`src/verilog/fel_pkg.sv`:
```
// Constants, types and helpers for the fault event log and reset block
// Assumes a single 40 MHz core clock and a classic Wishbone register bus
package fel_pkg;

  // Clock rate and timing figures
  localparam int CLK_MHZ = 40;
  localparam int DEB_TIME_US = 1000;
  localparam int DEB_CYC_DEF = DEB_TIME_US * CLK_MHZ;
  localparam int REINIT_TIME_US = 50;
  localparam int REINIT_CYC = REINIT_TIME_US * CLK_MHZ;
  localparam int MONO_TIME_MS = 100;
  localparam int MONO_CYC_DEF = MONO_TIME_MS * 1000 * CLK_MHZ;

  // Log geometry
  localparam int LOG_DEPTH = 16;
  localparam int IDX_W = 4;
  localparam int CNT_W = 5;

  // Event numbers
  localparam int EV_SERIAL = 1;
  localparam int EV_OPTICAL = 2;
  localparam int EV_NEG_PWR = 3;
  localparam int EV_COMM_FLT = 4;
  localparam int EV_SYNC_IF = 5;
  localparam int EV_EXT_PORT = 6;
  localparam int EV_AFTER_RST = 7;
  localparam int EV_LOCK = 8;
  localparam int EV_PARAM_BAD = 9;
  localparam int EV_UNDER_CUR = 16;
  localparam int EV_OVER_CUR = 17;
  localparam int EV_SUPPLY_BACK = 19;
  localparam int EV_COLLECT = 25;
  localparam int EV_PEAK = 30;

  // Event groups
  localparam logic [31:0] OWN_MASK = 32'h420b0181;
  localparam logic [31:0] FAULT_MASK = 32'h8133b270;

  // Register byte offsets
  localparam logic [7:0] OFS_CTRL = 8'h00;
  localparam logic [7:0] OFS_STATUS = 8'h04;
  localparam logic [7:0] OFS_LOG_MASK = 8'h08;
  localparam logic [7:0] OFS_RLY1 = 8'h0c;
  localparam logic [7:0] OFS_RLY2 = 8'h10;
  localparam logic [7:0] OFS_RLY3 = 8'h14;
  localparam logic [7:0] OFS_LOG_INFO = 8'h18;
  localparam logic [7:0] OFS_LOG_SEL = 8'h1c;
  localparam logic [7:0] OFS_ENT_DATE = 8'h20;
  localparam logic [7:0] OFS_ENT_TIME = 8'h24;
  localparam logic [7:0] OFS_ENT_EVV = 8'h28;

  // Control fields
  localparam int CTRL_SOFT_RST = 0;
  localparam int CTRL_UC_EN = 1;
  localparam int CTRL_OC_EN = 2;
  localparam int CTRL_PEAK_MODE = 3;
  localparam int CTRL_BUS_FIT = 4;
  localparam logic [31:0] CTRL_RST = 32'h00000000;
  localparam logic [31:0] CTRL_RD_MASK = 32'h0000001e;

  // Routing reset values
  localparam logic [31:0] LOG_MASK_RST = 32'h00080000;
  localparam logic [31:0] RLY1_RST = 32'h01000000;
  localparam logic [31:0] RLY2_RST = 32'h00000800;
  localparam logic [31:0] RLY3_RST = 32'h00000080;

  // Log info fields
  localparam int INFO_IDX_LSB = 8;
  localparam int INFO_IN_RST = 16;
  localparam int INFO_RUN = 17;

  // One log entry: BCD date, BCD time, event number, value
  typedef struct packed {
    logic [31:0] date;
    logic [23:0] tod;
    logic [4:0] evt;
    logic [15:0] value;
  } fel_entry_t;

  // Lowest set bit of an event vector
  function automatic logic [4:0] fel_first(input logic [31:0] v);
    logic [4:0] r;
    r = 5'h00;
    for (int i = 31; i >= 0; i--) begin
      if (v[i]) begin
        r = 5'(i);
      end
    end
    return r;
  endfunction

  // Byte-lane merge of a write into a register
  function automatic logic [31:0] fel_merge(input logic [31:0] old,
    input logic [31:0] nw, input logic [3:0] sel);
    logic [31:0] r;
    r = old;
    for (int b = 0; b < 4; b++) begin
      if (sel[b]) begin
        r[b*8 +: 8] = nw[b*8 +: 8];
      end
    end
    return r;
  endfunction

endpackage

```
`src/verilog/fel_log_if.sv`:
```
// Link between the event controller and the fault log store
// Assumes both ends run on the same core clock
`timescale 1ns/10ps
`default_nettype none
interface fel_log_if;
  import fel_pkg::*;
  logic wr_stb;
  fel_entry_t wr_entry;
  logic [IDX_W-1:0] rd_idx;
  fel_entry_t rd_entry;
  logic [IDX_W-1:0] wr_idx;
  logic [CNT_W-1:0] count;
  modport ctl (output wr_stb, wr_entry, rd_idx,
    input rd_entry, wr_idx, count);
  modport mem (input wr_stb, wr_entry, rd_idx,
    output rd_entry, wr_idx, count);
endinterface
`default_nettype wire

```
`src/verilog/fel_log_mem.sv`:
```
// Sixteen-entry fault log with oldest-entry overwrite
// Assumes the entry array is mapped onto retained storage
`timescale 1ns/10ps
`default_nettype none
module fel_log_mem
  import fel_pkg::*;
(
  input wire logic core_clk,
  input wire logic srst,
  fel_log_if.mem log
);

  fel_entry_t mem_q [LOG_DEPTH];
  logic [IDX_W-1:0] idx_reg;
  logic [CNT_W-1:0] cnt_reg;
  logic full;

  assign full = (cnt_reg == CNT_W'(LOG_DEPTH));
  assign log.rd_entry = mem_q[log.rd_idx];
  assign log.wr_idx = idx_reg;
  assign log.count = cnt_reg;

  // Entry store, no reset so contents are retained
  always_ff @(posedge core_clk) begin
    if (log.wr_stb) begin
      mem_q[idx_reg] <= log.wr_entry;
    end
  end

  // Wrapping write index and saturating count
  always_ff @(posedge core_clk) begin
    if (srst) begin
      idx_reg <= '0;
      cnt_reg <= '0;
    end else if (log.wr_stb) begin
      idx_reg <= idx_reg + 4'h1;
      cnt_reg <= full ? cnt_reg : cnt_reg + 5'h01;
    end
  end
endmodule
`default_nettype wire

```
`src/verilog/fel_top.sv`:
```
// Event routing, fault logging and hardware reset control
// Assumes Wishbone master, raw pins for reset contact, supply, lock
//
// Function
// - Log holds no more than 16 entries
// - Full log overwrites its oldest entry
// - Entry holds date, time, event, value
// - Log contents survive supply loss
// - Events 1 to 6: links and interfaces
// - Events 12-17; 16, 17 need enables
// - Events 20, 21 voltage; 31 sensor fault
// - Event 8 lock; event 9 bad parameters
// - Event 7 one-shot after reset, third relay
// - Per-event log and relay routing, defaults
// - Event 25 whenever any fault active
// - Event 30 on peak limit, peak mode
// - Event 19 once on supply return
// - Open reset contact blocks trigger pulses
// - Reset halts comms; reinit then enable
// - Power indicator red during reset
// - Hardware reset forwarded to fitted bus
// - Supply loss also trips hardware reset
// - Software reset leaves fieldbus untouched
//
// Design decisions made here: the Wishbone interface to the registers and the address map.
`timescale 1ns/10ps
`default_nettype none
module fel_top
  import fel_pkg::*;
#(
  parameter int DEB_CYC = DEB_CYC_DEF,
  parameter int MONO_CYC = MONO_CYC_DEF
)(
  input wire logic core_clk,
  input wire logic srst,
  input wire logic wb_cyc_i,
  input wire logic wb_stb_i,
  input wire logic wb_we_i,
  input wire logic [7:0] wb_adr_i,
  input wire logic [31:0] wb_dat_i,
  input wire logic [3:0] wb_sel_i,
  output logic [31:0] wb_dat_o,
  output logic wb_ack_o,
  input wire logic reset_closed,
  input wire logic supply_ok,
  input wire logic lock_in,
  input wire logic [31:0] evt_src,
  input wire logic [15:0] evt_value,
  input wire logic [31:0] rtc_date,
  input wire logic [23:0] rtc_time,
  output logic trig_enable,
  output logic comm_enable,
  output logic reinit_busy,
  output logic led_on_red,
  output logic fieldbus_reset,
  output logic first_signal_relay,
  output logic second_signal_relay,
  output logic third_signal_relay,
  output logic nvm_commit
);

  typedef enum logic [1:0] {ST_RESET, ST_REINIT, ST_RUN} fel_state_t;

  localparam int PIN_RST = 0;
  localparam int PIN_SUP = 1;
  localparam int PIN_LOCK = 2;

  fel_log_if log_if ();

  logic [2:0] pins, sync1_reg, sync2_reg;
  logic closed_db_reg, sup_s, lock_s, sup_prev_reg, hw_rst;
  logic [31:0] deb_cnt_reg, tmr_reg, mono_reg;
  fel_state_t state_reg, state_next;
  logic reinit_done, soft_req_reg;
  logic [31:0] ctrl_reg, log_mask_reg, rly1_reg, rly2_reg, rly3_reg;
  logic [IDX_W-1:0] sel_reg;
  logic [31:0] ev_fix, ev_gated, ev_vec, ev_prev_reg, rise, pend_reg;
  logic [31:0] pick_oh, rd_mux, info;
  logic [4:0] pick;
  logic pick_ok, any_fault, req, wr_en;

  // Pin synchronisers, two flops each
  assign pins = {lock_in, supply_ok, reset_closed};
  for (genvar g = 0; g < 3; g++) begin : g_sync
    always_ff @(posedge core_clk) begin
      if (srst) begin
        sync1_reg[g] <= 1'b0;
        sync2_reg[g] <= 1'b0;
      end else begin
        sync1_reg[g] <= pins[g];
        sync2_reg[g] <= sync1_reg[g];
      end
    end
  end
  assign sup_s = sync2_reg[PIN_SUP];
  assign lock_s = sync2_reg[PIN_LOCK];

  // Reset contact debounce: level must hold DEB_CYC cycles
  always_ff @(posedge core_clk) begin
    if (srst) begin
      closed_db_reg <= 1'b0;
      deb_cnt_reg <= '0;
    end else if (sync2_reg[PIN_RST] == closed_db_reg) begin
      deb_cnt_reg <= '0;
    end else if (deb_cnt_reg == 32'(DEB_CYC - 1)) begin
      closed_db_reg <= sync2_reg[PIN_RST];
      deb_cnt_reg <= '0;
    end else begin
      deb_cnt_reg <= deb_cnt_reg + 32'h1;
    end
  end

  // Hardware reset from contact or supply loss
  assign hw_rst = !closed_db_reg || !sup_s;
  assign reinit_done = (tmr_reg == 32'(REINIT_CYC - 1));

  // Reset sequencer
  always_comb begin
    state_next = state_reg;
    unique case (state_reg)
      ST_RESET: begin
        if (!hw_rst) begin
          state_next = ST_REINIT;
        end
      end
      ST_REINIT: begin
        if (hw_rst) begin
          state_next = ST_RESET;
        end else if (reinit_done) begin
          state_next = ST_RUN;
        end
      end
      ST_RUN: begin
        if (hw_rst) begin
          state_next = ST_RESET;
        end else if (soft_req_reg) begin
          state_next = ST_REINIT;
        end
      end
    endcase
  end

  // State, reinit timer and after-reset monoflop
  always_ff @(posedge core_clk) begin
    if (srst) begin
      state_reg <= ST_RESET;
      tmr_reg <= '0;
      mono_reg <= '0;
    end else begin
      state_reg <= state_next;
      tmr_reg <= (state_reg == ST_REINIT) ? tmr_reg + 32'h1 : '0;
      if (state_reg == ST_REINIT && state_next == ST_RUN) begin
        mono_reg <= 32'(MONO_CYC);
      end else if (mono_reg != '0) begin
        mono_reg <= mono_reg - 32'h1;
      end
    end
  end

  // Power-section and status outputs
  always_ff @(posedge core_clk) begin
    if (srst) begin
      trig_enable <= 1'b0;
      comm_enable <= 1'b0;
      reinit_busy <= 1'b0;
      led_on_red <= 1'b1;
      fieldbus_reset <= 1'b0;
    end else begin
      trig_enable <= state_next == ST_RUN && !lock_s;
      comm_enable <= state_next == ST_RUN;
      reinit_busy <= state_next == ST_REINIT;
      led_on_red <= state_next == ST_RESET;
      fieldbus_reset <= hw_rst && ctrl_reg[CTRL_BUS_FIT];
    end
  end

  // Event vector assembly
  assign ev_fix = evt_src & ~OWN_MASK;
  assign ev_gated = ev_fix
    | ({31'h0, evt_src[EV_UNDER_CUR] && ctrl_reg[CTRL_UC_EN]}
       << EV_UNDER_CUR)
    | ({31'h0, evt_src[EV_OVER_CUR] && ctrl_reg[CTRL_OC_EN]}
       << EV_OVER_CUR)
    | ({31'h0, evt_src[EV_PEAK] && ctrl_reg[CTRL_PEAK_MODE]}
       << EV_PEAK)
    | ({31'h0, lock_s} << EV_LOCK)
    | ({31'h0, mono_reg != '0} << EV_AFTER_RST)
    | ({31'h0, sup_s && !sup_prev_reg} << EV_SUPPLY_BACK);
  assign any_fault = |(ev_gated & FAULT_MASK);
  assign ev_vec = ev_gated | ({31'h0, any_fault} << EV_COLLECT);
  assign rise = ev_vec & ~ev_prev_reg;

  // Log selection: lowest pending event first
  assign pick_ok = |pend_reg;
  assign pick = fel_first(pend_reg);
  assign pick_oh = pick_ok ? (32'h1 << pick) : '0;
  assign log_if.wr_stb = pick_ok;
  assign log_if.wr_entry = '{date: rtc_date, tod: rtc_time,
    evt: pick, value: evt_value};
  assign log_if.rd_idx = sel_reg;

  // Edge history and pending log requests, new edge wins
  always_ff @(posedge core_clk) begin
    if (srst) begin
      ev_prev_reg <= '0;
      pend_reg <= '0;
      sup_prev_reg <= 1'b0;
      nvm_commit <= 1'b0;
    end else begin
      ev_prev_reg <= ev_vec;
      pend_reg <= (pend_reg & ~pick_oh) | (rise & log_mask_reg);
      sup_prev_reg <= sup_s;
      nvm_commit <= pick_ok;
    end
  end

  // Signalling relays
  always_ff @(posedge core_clk) begin
    if (srst) begin
      first_signal_relay <= 1'b0;
      second_signal_relay <= 1'b0;
      third_signal_relay <= 1'b0;
    end else begin
      first_signal_relay <= |(ev_vec & rly1_reg);
      second_signal_relay <= |(ev_vec & rly2_reg);
      third_signal_relay <= |(ev_vec & rly3_reg);
    end
  end

  fel_log_mem u_mem (
    .core_clk(core_clk),
    .srst(srst),
    .log(log_if.mem)
  );

  // Bus decode and read selection
  assign req = wb_cyc_i && wb_stb_i;
  assign wr_en = req && wb_we_i && wb_ack_o;
  assign info = (32'(log_if.count))
    | (32'(log_if.wr_idx) << INFO_IDX_LSB)
    | ({31'h0, state_reg == ST_RESET} << INFO_IN_RST)
    | ({31'h0, state_reg == ST_RUN} << INFO_RUN);
  assign rd_mux =
    (wb_adr_i == OFS_CTRL) ? (ctrl_reg & CTRL_RD_MASK) :
    (wb_adr_i == OFS_STATUS) ? ev_vec :
    (wb_adr_i == OFS_LOG_MASK) ? log_mask_reg :
    (wb_adr_i == OFS_RLY1) ? rly1_reg :
    (wb_adr_i == OFS_RLY2) ? rly2_reg :
    (wb_adr_i == OFS_RLY3) ? rly3_reg :
    (wb_adr_i == OFS_LOG_INFO) ? info :
    (wb_adr_i == OFS_LOG_SEL) ? 32'(sel_reg) :
    (wb_adr_i == OFS_ENT_DATE) ? log_if.rd_entry.date :
    (wb_adr_i == OFS_ENT_TIME) ? 32'(log_if.rd_entry.tod) :
    (wb_adr_i == OFS_ENT_EVV) ? {11'h000, log_if.rd_entry.evt,
      log_if.rd_entry.value} :
    32'h00000000;

  // Bus answer, one wait cycle
  always_ff @(posedge core_clk) begin
    if (srst) begin
      wb_ack_o <= 1'b0;
      wb_dat_o <= '0;
    end else begin
      wb_ack_o <= req && !wb_ack_o;
      wb_dat_o <= (req && !wb_ack_o && !wb_we_i) ? rd_mux : '0;
    end
  end

  // Register writes at the acknowledged edge
  always_ff @(posedge core_clk) begin
    if (srst) begin
      ctrl_reg <= CTRL_RST;
      log_mask_reg <= LOG_MASK_RST;
      rly1_reg <= RLY1_RST;
      rly2_reg <= RLY2_RST;
      rly3_reg <= RLY3_RST;
      sel_reg <= '0;
      soft_req_reg <= 1'b0;
    end else begin
      soft_req_reg <= wr_en && wb_adr_i == OFS_CTRL && wb_sel_i[0]
        && wb_dat_i[CTRL_SOFT_RST];
      if (wr_en && wb_adr_i == OFS_CTRL) begin
        ctrl_reg <= fel_merge(ctrl_reg, wb_dat_i, wb_sel_i)
          & CTRL_RD_MASK;
      end
      if (wr_en && wb_adr_i == OFS_LOG_MASK) begin
        log_mask_reg <= fel_merge(log_mask_reg, wb_dat_i, wb_sel_i);
      end
      if (wr_en && wb_adr_i == OFS_RLY1) begin
        rly1_reg <= fel_merge(rly1_reg, wb_dat_i, wb_sel_i);
      end
      if (wr_en && wb_adr_i == OFS_RLY2) begin
        rly2_reg <= fel_merge(rly2_reg, wb_dat_i, wb_sel_i);
      end
      if (wr_en && wb_adr_i == OFS_RLY3) begin
        rly3_reg <= fel_merge(rly3_reg, wb_dat_i, wb_sel_i);
      end
      if (wr_en && wb_adr_i == OFS_LOG_SEL && wb_sel_i[0]) begin
        sel_reg <= wb_dat_i[IDX_W-1:0];
      end
    end
  end
endmodule
`default_nettype wire
```
`config.mk`:
```
export PLATFORM = sky130hd
export DESIGN_NAME = fel_top
export DESIGN_NICKNAME = d
export VERILOG_FILES = /design/src/verilog/fel_pkg.sv /design/src/verilog/fel_log_if.sv /design/src/verilog/fel_log_mem.sv /design/src/verilog/fel_top.sv
export SDC_FILE = /design/constraint.sdc
export NUM_CORES = 2
export LEC_CHECK = 0
export BUFFER_PORTS_ARGS = -buffer_cell sky130_fd_sc_hd__buf_2
export CAP_MARGIN = 20
export CORE_MARGIN = 2
export CORE_UTILIZATION = 62
export DETAILED_ROUTE_END_ITERATION = 12
export PLACE_DENSITY = 0.8
export SLEW_MARGIN = 20
export SYNTH_ARGS = -nofsm -noshare
export SYNTH_HDL_FRONTEND = slang
export SYNTH_HIERARCHICAL = 1
export SYNTH_SLANG_ARGS = --single-unit
```
`constraint.sdc`:
```
create_clock -name core_clk -period 4.5 [get_ports core_clk]
set_input_delay 0.45 -clock core_clk [delete_from_list [all_inputs] [get_ports core_clk]]
set_output_delay 0.45 -clock core_clk [all_outputs]
set_load 0.005 [all_outputs]
```
==> results.md <==
* Post-synth EDFFs at 1232
* Die Width at 320 um
* Slew @ Worst Pin at 1.20 ns
* First-pass GRT wire length at about 260000 um
* Row count at 116
* Reg-to-Reg End: u_mem/mem_q[10][33]
* Initial Util at just over 60%
* Worst-path fanout max at 44
* Met3 WL at 22500 um
* Clock sink count at 1589
* H-tree Lvls at 4
* Time the worst path needs with I/O delays and setup at 3.58 ns
* Final hold vios at 0
* Area of the core at around 100000 um^2
* Outcome: completed
* Final Setup Violations at 0
* WS Path Type: reg2reg
* I/O Buffers at 192
* RSZ-0062 raised after global routing: no
* Most common cell after layout, fill and taps aside: edfxtp_1
* Clk_skew at between 0.02 and 0.03 ns
* CP max-delay cell: and2_4
* Fill count at 5956
* Total CTS buffers at 157
* CP most frequent cell: nand2_1
* Reg-to-Reg Start: pend_reg[9]
* CTS root buf: clkbuf_16
* Setup TNS at 0 ns
* Yosys warning count at 6
* Reg with most FFs: u_mem/mem_q
* Setup crit end kind: flop
* Worst stage delay on the critical path at 0.92 ns
* HPWL after detailed placement at 102000 um
* Worst R2R Path Depth at 8
* Hold WC Path Type: in2reg
* Worst setup SP type: flop
* Area share of the largest cell type after synthesis at 59.6%
* Layout cell share with drive strength beyond 1 at 20.2%
* Syn Area/Cell at ~16 um^2
* Slew Limit Fails at 0
* Final period util at between 70% and 80%
* CTS clk-pin slew, worst paths at 0.06 ns
* # DRC at 0
* Largest net degree at the start of global routing at 73
* Relative slew margins at 20.3%
* Synthesized area at 62100 um^2
* Post-cts sizing count at 0
* Fmax at 279 MHz
* 1st-pass router iterations at 7
* Maximum Capacitance Violations at 0
* # nets final at 4309
* Met2 routed wirelength at 81700 um
* P_leak at 0.0224 uW
* FFs w/ async S/R, synth at 0%
* Hold EP: rly3_reg[2]
* Hold Path Cell Cnt at 3
* Grt ovf at 0
* Ys flop type: edfxtp_1
* Cells along the critical path: nor4_1 -> nand2_1 -> nor2_1 -> nand2_1 -> nand2_1 -> nor2_1 -> and2_4 -> buf_4
* Routed Antenna Nets at 0
* CP top delay family: simple AND/OR/NAND/NOR gates
* Routability cong. at 1.00
* Final core utilization at 70.4%
* Tot GR Track Use at 34.4%
* Worst Setup Slack post-DPL at 1.17 ns
* Most used cells in the layout excluding fill and tap cells: 1232 x edfxtp_1, 355 x dfxtp_1, 347 x nand2_1, 308 x mux4_2, 204 x a22oi_1
* CTS Buffer Depth at 3
* Max layer used: met5
* TritonCTS clock tree: yes
* Avg WL per Cell at 31.6 um
* Final WL at 176000 um
* Mapped Nets at 4029
* Synth-to-Final Area Change at 13.0%
* Clock Latency Late Sink at between 0.7 and 0.8 ns
* Via/cell ratio at roughly 7.0
* Cell taking the most area after synthesis: edfxtp_1
* DRT met1 WL at roughly 62000 um
* CP arrival at 3.99 ns
* FF+latch count, synth at 1589
* Top Ports at between 150 and 200
* Count of cell types in the netlist at 76
* Placed Area at 64800 um^2
* R2R setup slack at 0.92 ns
* Top cells by area, synth: edfxtp_1 60%, dfxtp_1 12%, mux4_2 11%
* Worst EP required at 4.91 ns
* Critical path buffers and inverters at 1
* Syn Inst Count at 3861
* Finished Cell Area at 70200 um^2
* Initial antenna violation count at 28
* Startpoint of the worst hold path: wb_dat_i[2]
* Starting DRT DRC Count at between 6000 and 7000
* Register area share after synthesis at just over 70%
* Maximum vdd drop at 0.554 mV
* Max reg flops at 1232
* Final WS setup at 0.918 ns
* Die height at 320 um
* Power per standard cell area at 445 nW/um^2
* Die footprint at 103000 um^2
* Vias at 38885
* Number of global-route vias before repair at between 30000 and 40000
[per-stage QoR]
stage | power [uW] | instances | hold WS, ns
4_1_cts | 31200 | 5568 | 0.00296
2_1_floorplan | 17900 | 3861 | 0.413
3_3_place_gp | 18500 | 5243 | 0.422
6_report | 31200 | 5587 | 0.0529
3_5_place_dp | 18600 | 5243 | 0.435
5_1_grt | 32000 | 5581 | 0.0287
[layout make-up]
class                   count  area [um^2]  area share, %
diodes                     19         47.5         0.0677
inverters                  31          116          0.166
repair buffers            332         2270           3.24
clock buffers             212         4320           6.16
multi-input cells        2030        17000           24.2
flip-flops and latches   1589        44100           62.9
clock inverters            76          662          0.943
well taps                1298         1620           2.31
[worst max-delay path by stage]
stage,start,endpoint,slack [ns],depth (start not counted)
after floorplan,pend_reg[1],u_mem/mem_q[10][0],0.96,8
after global placement,pend_reg[1],u_mem/mem_q[2][56],1.21,8
after detailed placement,pend_reg[1],u_mem/mem_q[2][45],1.17,8
after CTS,pend_reg[1],u_mem/mem_q[2][42],1.06,8
after global routing,pend_reg[1],u_mem/mem_q[2][42],0.86,8
final,pend_reg[9],u_mem/mem_q[10][33],0.92,8
[Yosys cell counts, drive strengths merged, types with 15 or more instances]
| library cell | number |
|---|---|
| inv | 30 |
| and3 | 18 |
| buf | 64 |
| a31oi | 33 |
| nand4 | 29 |
| dfxtp | 357 |
| edfxtp | 1232 |
| nor4 | 31 |
| o21ai | 51 |
| nand2 | 347 |
| xnor2 | 31 |
| mux4 | 308 |
| a21oi | 186 |
| mux2i | 29 |
| xor2 | 64 |
| a221oi | 41 |
| nand3b | 20 |
| a22oi | 204 |
| nor2b | 46 |
| clkbuf | 147 |
| a22o | 15 |
| and2 | 34 |
| nor2 | 201 |
| nand3 | 182 |
| nor3 | 26 |
[tightest hold or removal path, cell delays in order]
cell and delay, ns:
buf_2 0.17, nand2_1 0.08, a21oi_1 0.06
[per-layer routing]
metal  track usage, %  vias up
met5                0        -
met4             17.8       20
met3             8.79      598
met2             53.0     3129
met1             46.0    19302
li1                 -    15836
[power breakdown]
part | switching [uW] | internal [uW] | leakage, uW
combinational | 1340 | 701 | 0.00586
sequential | 194 | 16200 | 0.0141
clock | 5570 | 7230 | 0.00244
[cell families (layout without fill, tap and decap cells)]
logic type / count (synthesis) / count (layout) / share of synthesized area [%]
flip-flops: 1589 / 1589 / 71.1
AND/OR/NAND/NOR: 994 / 994 / 7.60
AO/OA/AOI/OAI: 591 / 591 / 6.36
multiplexers: 337 / 337 / 11.6
buffers and inverters: 242 / 651 / 1.71
XOR/XNOR: 95 / 95 / 1.34
adder cells (fa/ha/maj): 12 / 12 / 0.242
other: 1 / 20 / 0.00604
[timing repair]
item	CTS	global route
endpoints found under the hold margin	104	0
buffers inserted	0	0
hold buffers	37	0
setup endpoints to repair	0	0
Note: power is estimated with default switching activity, not from simulation.
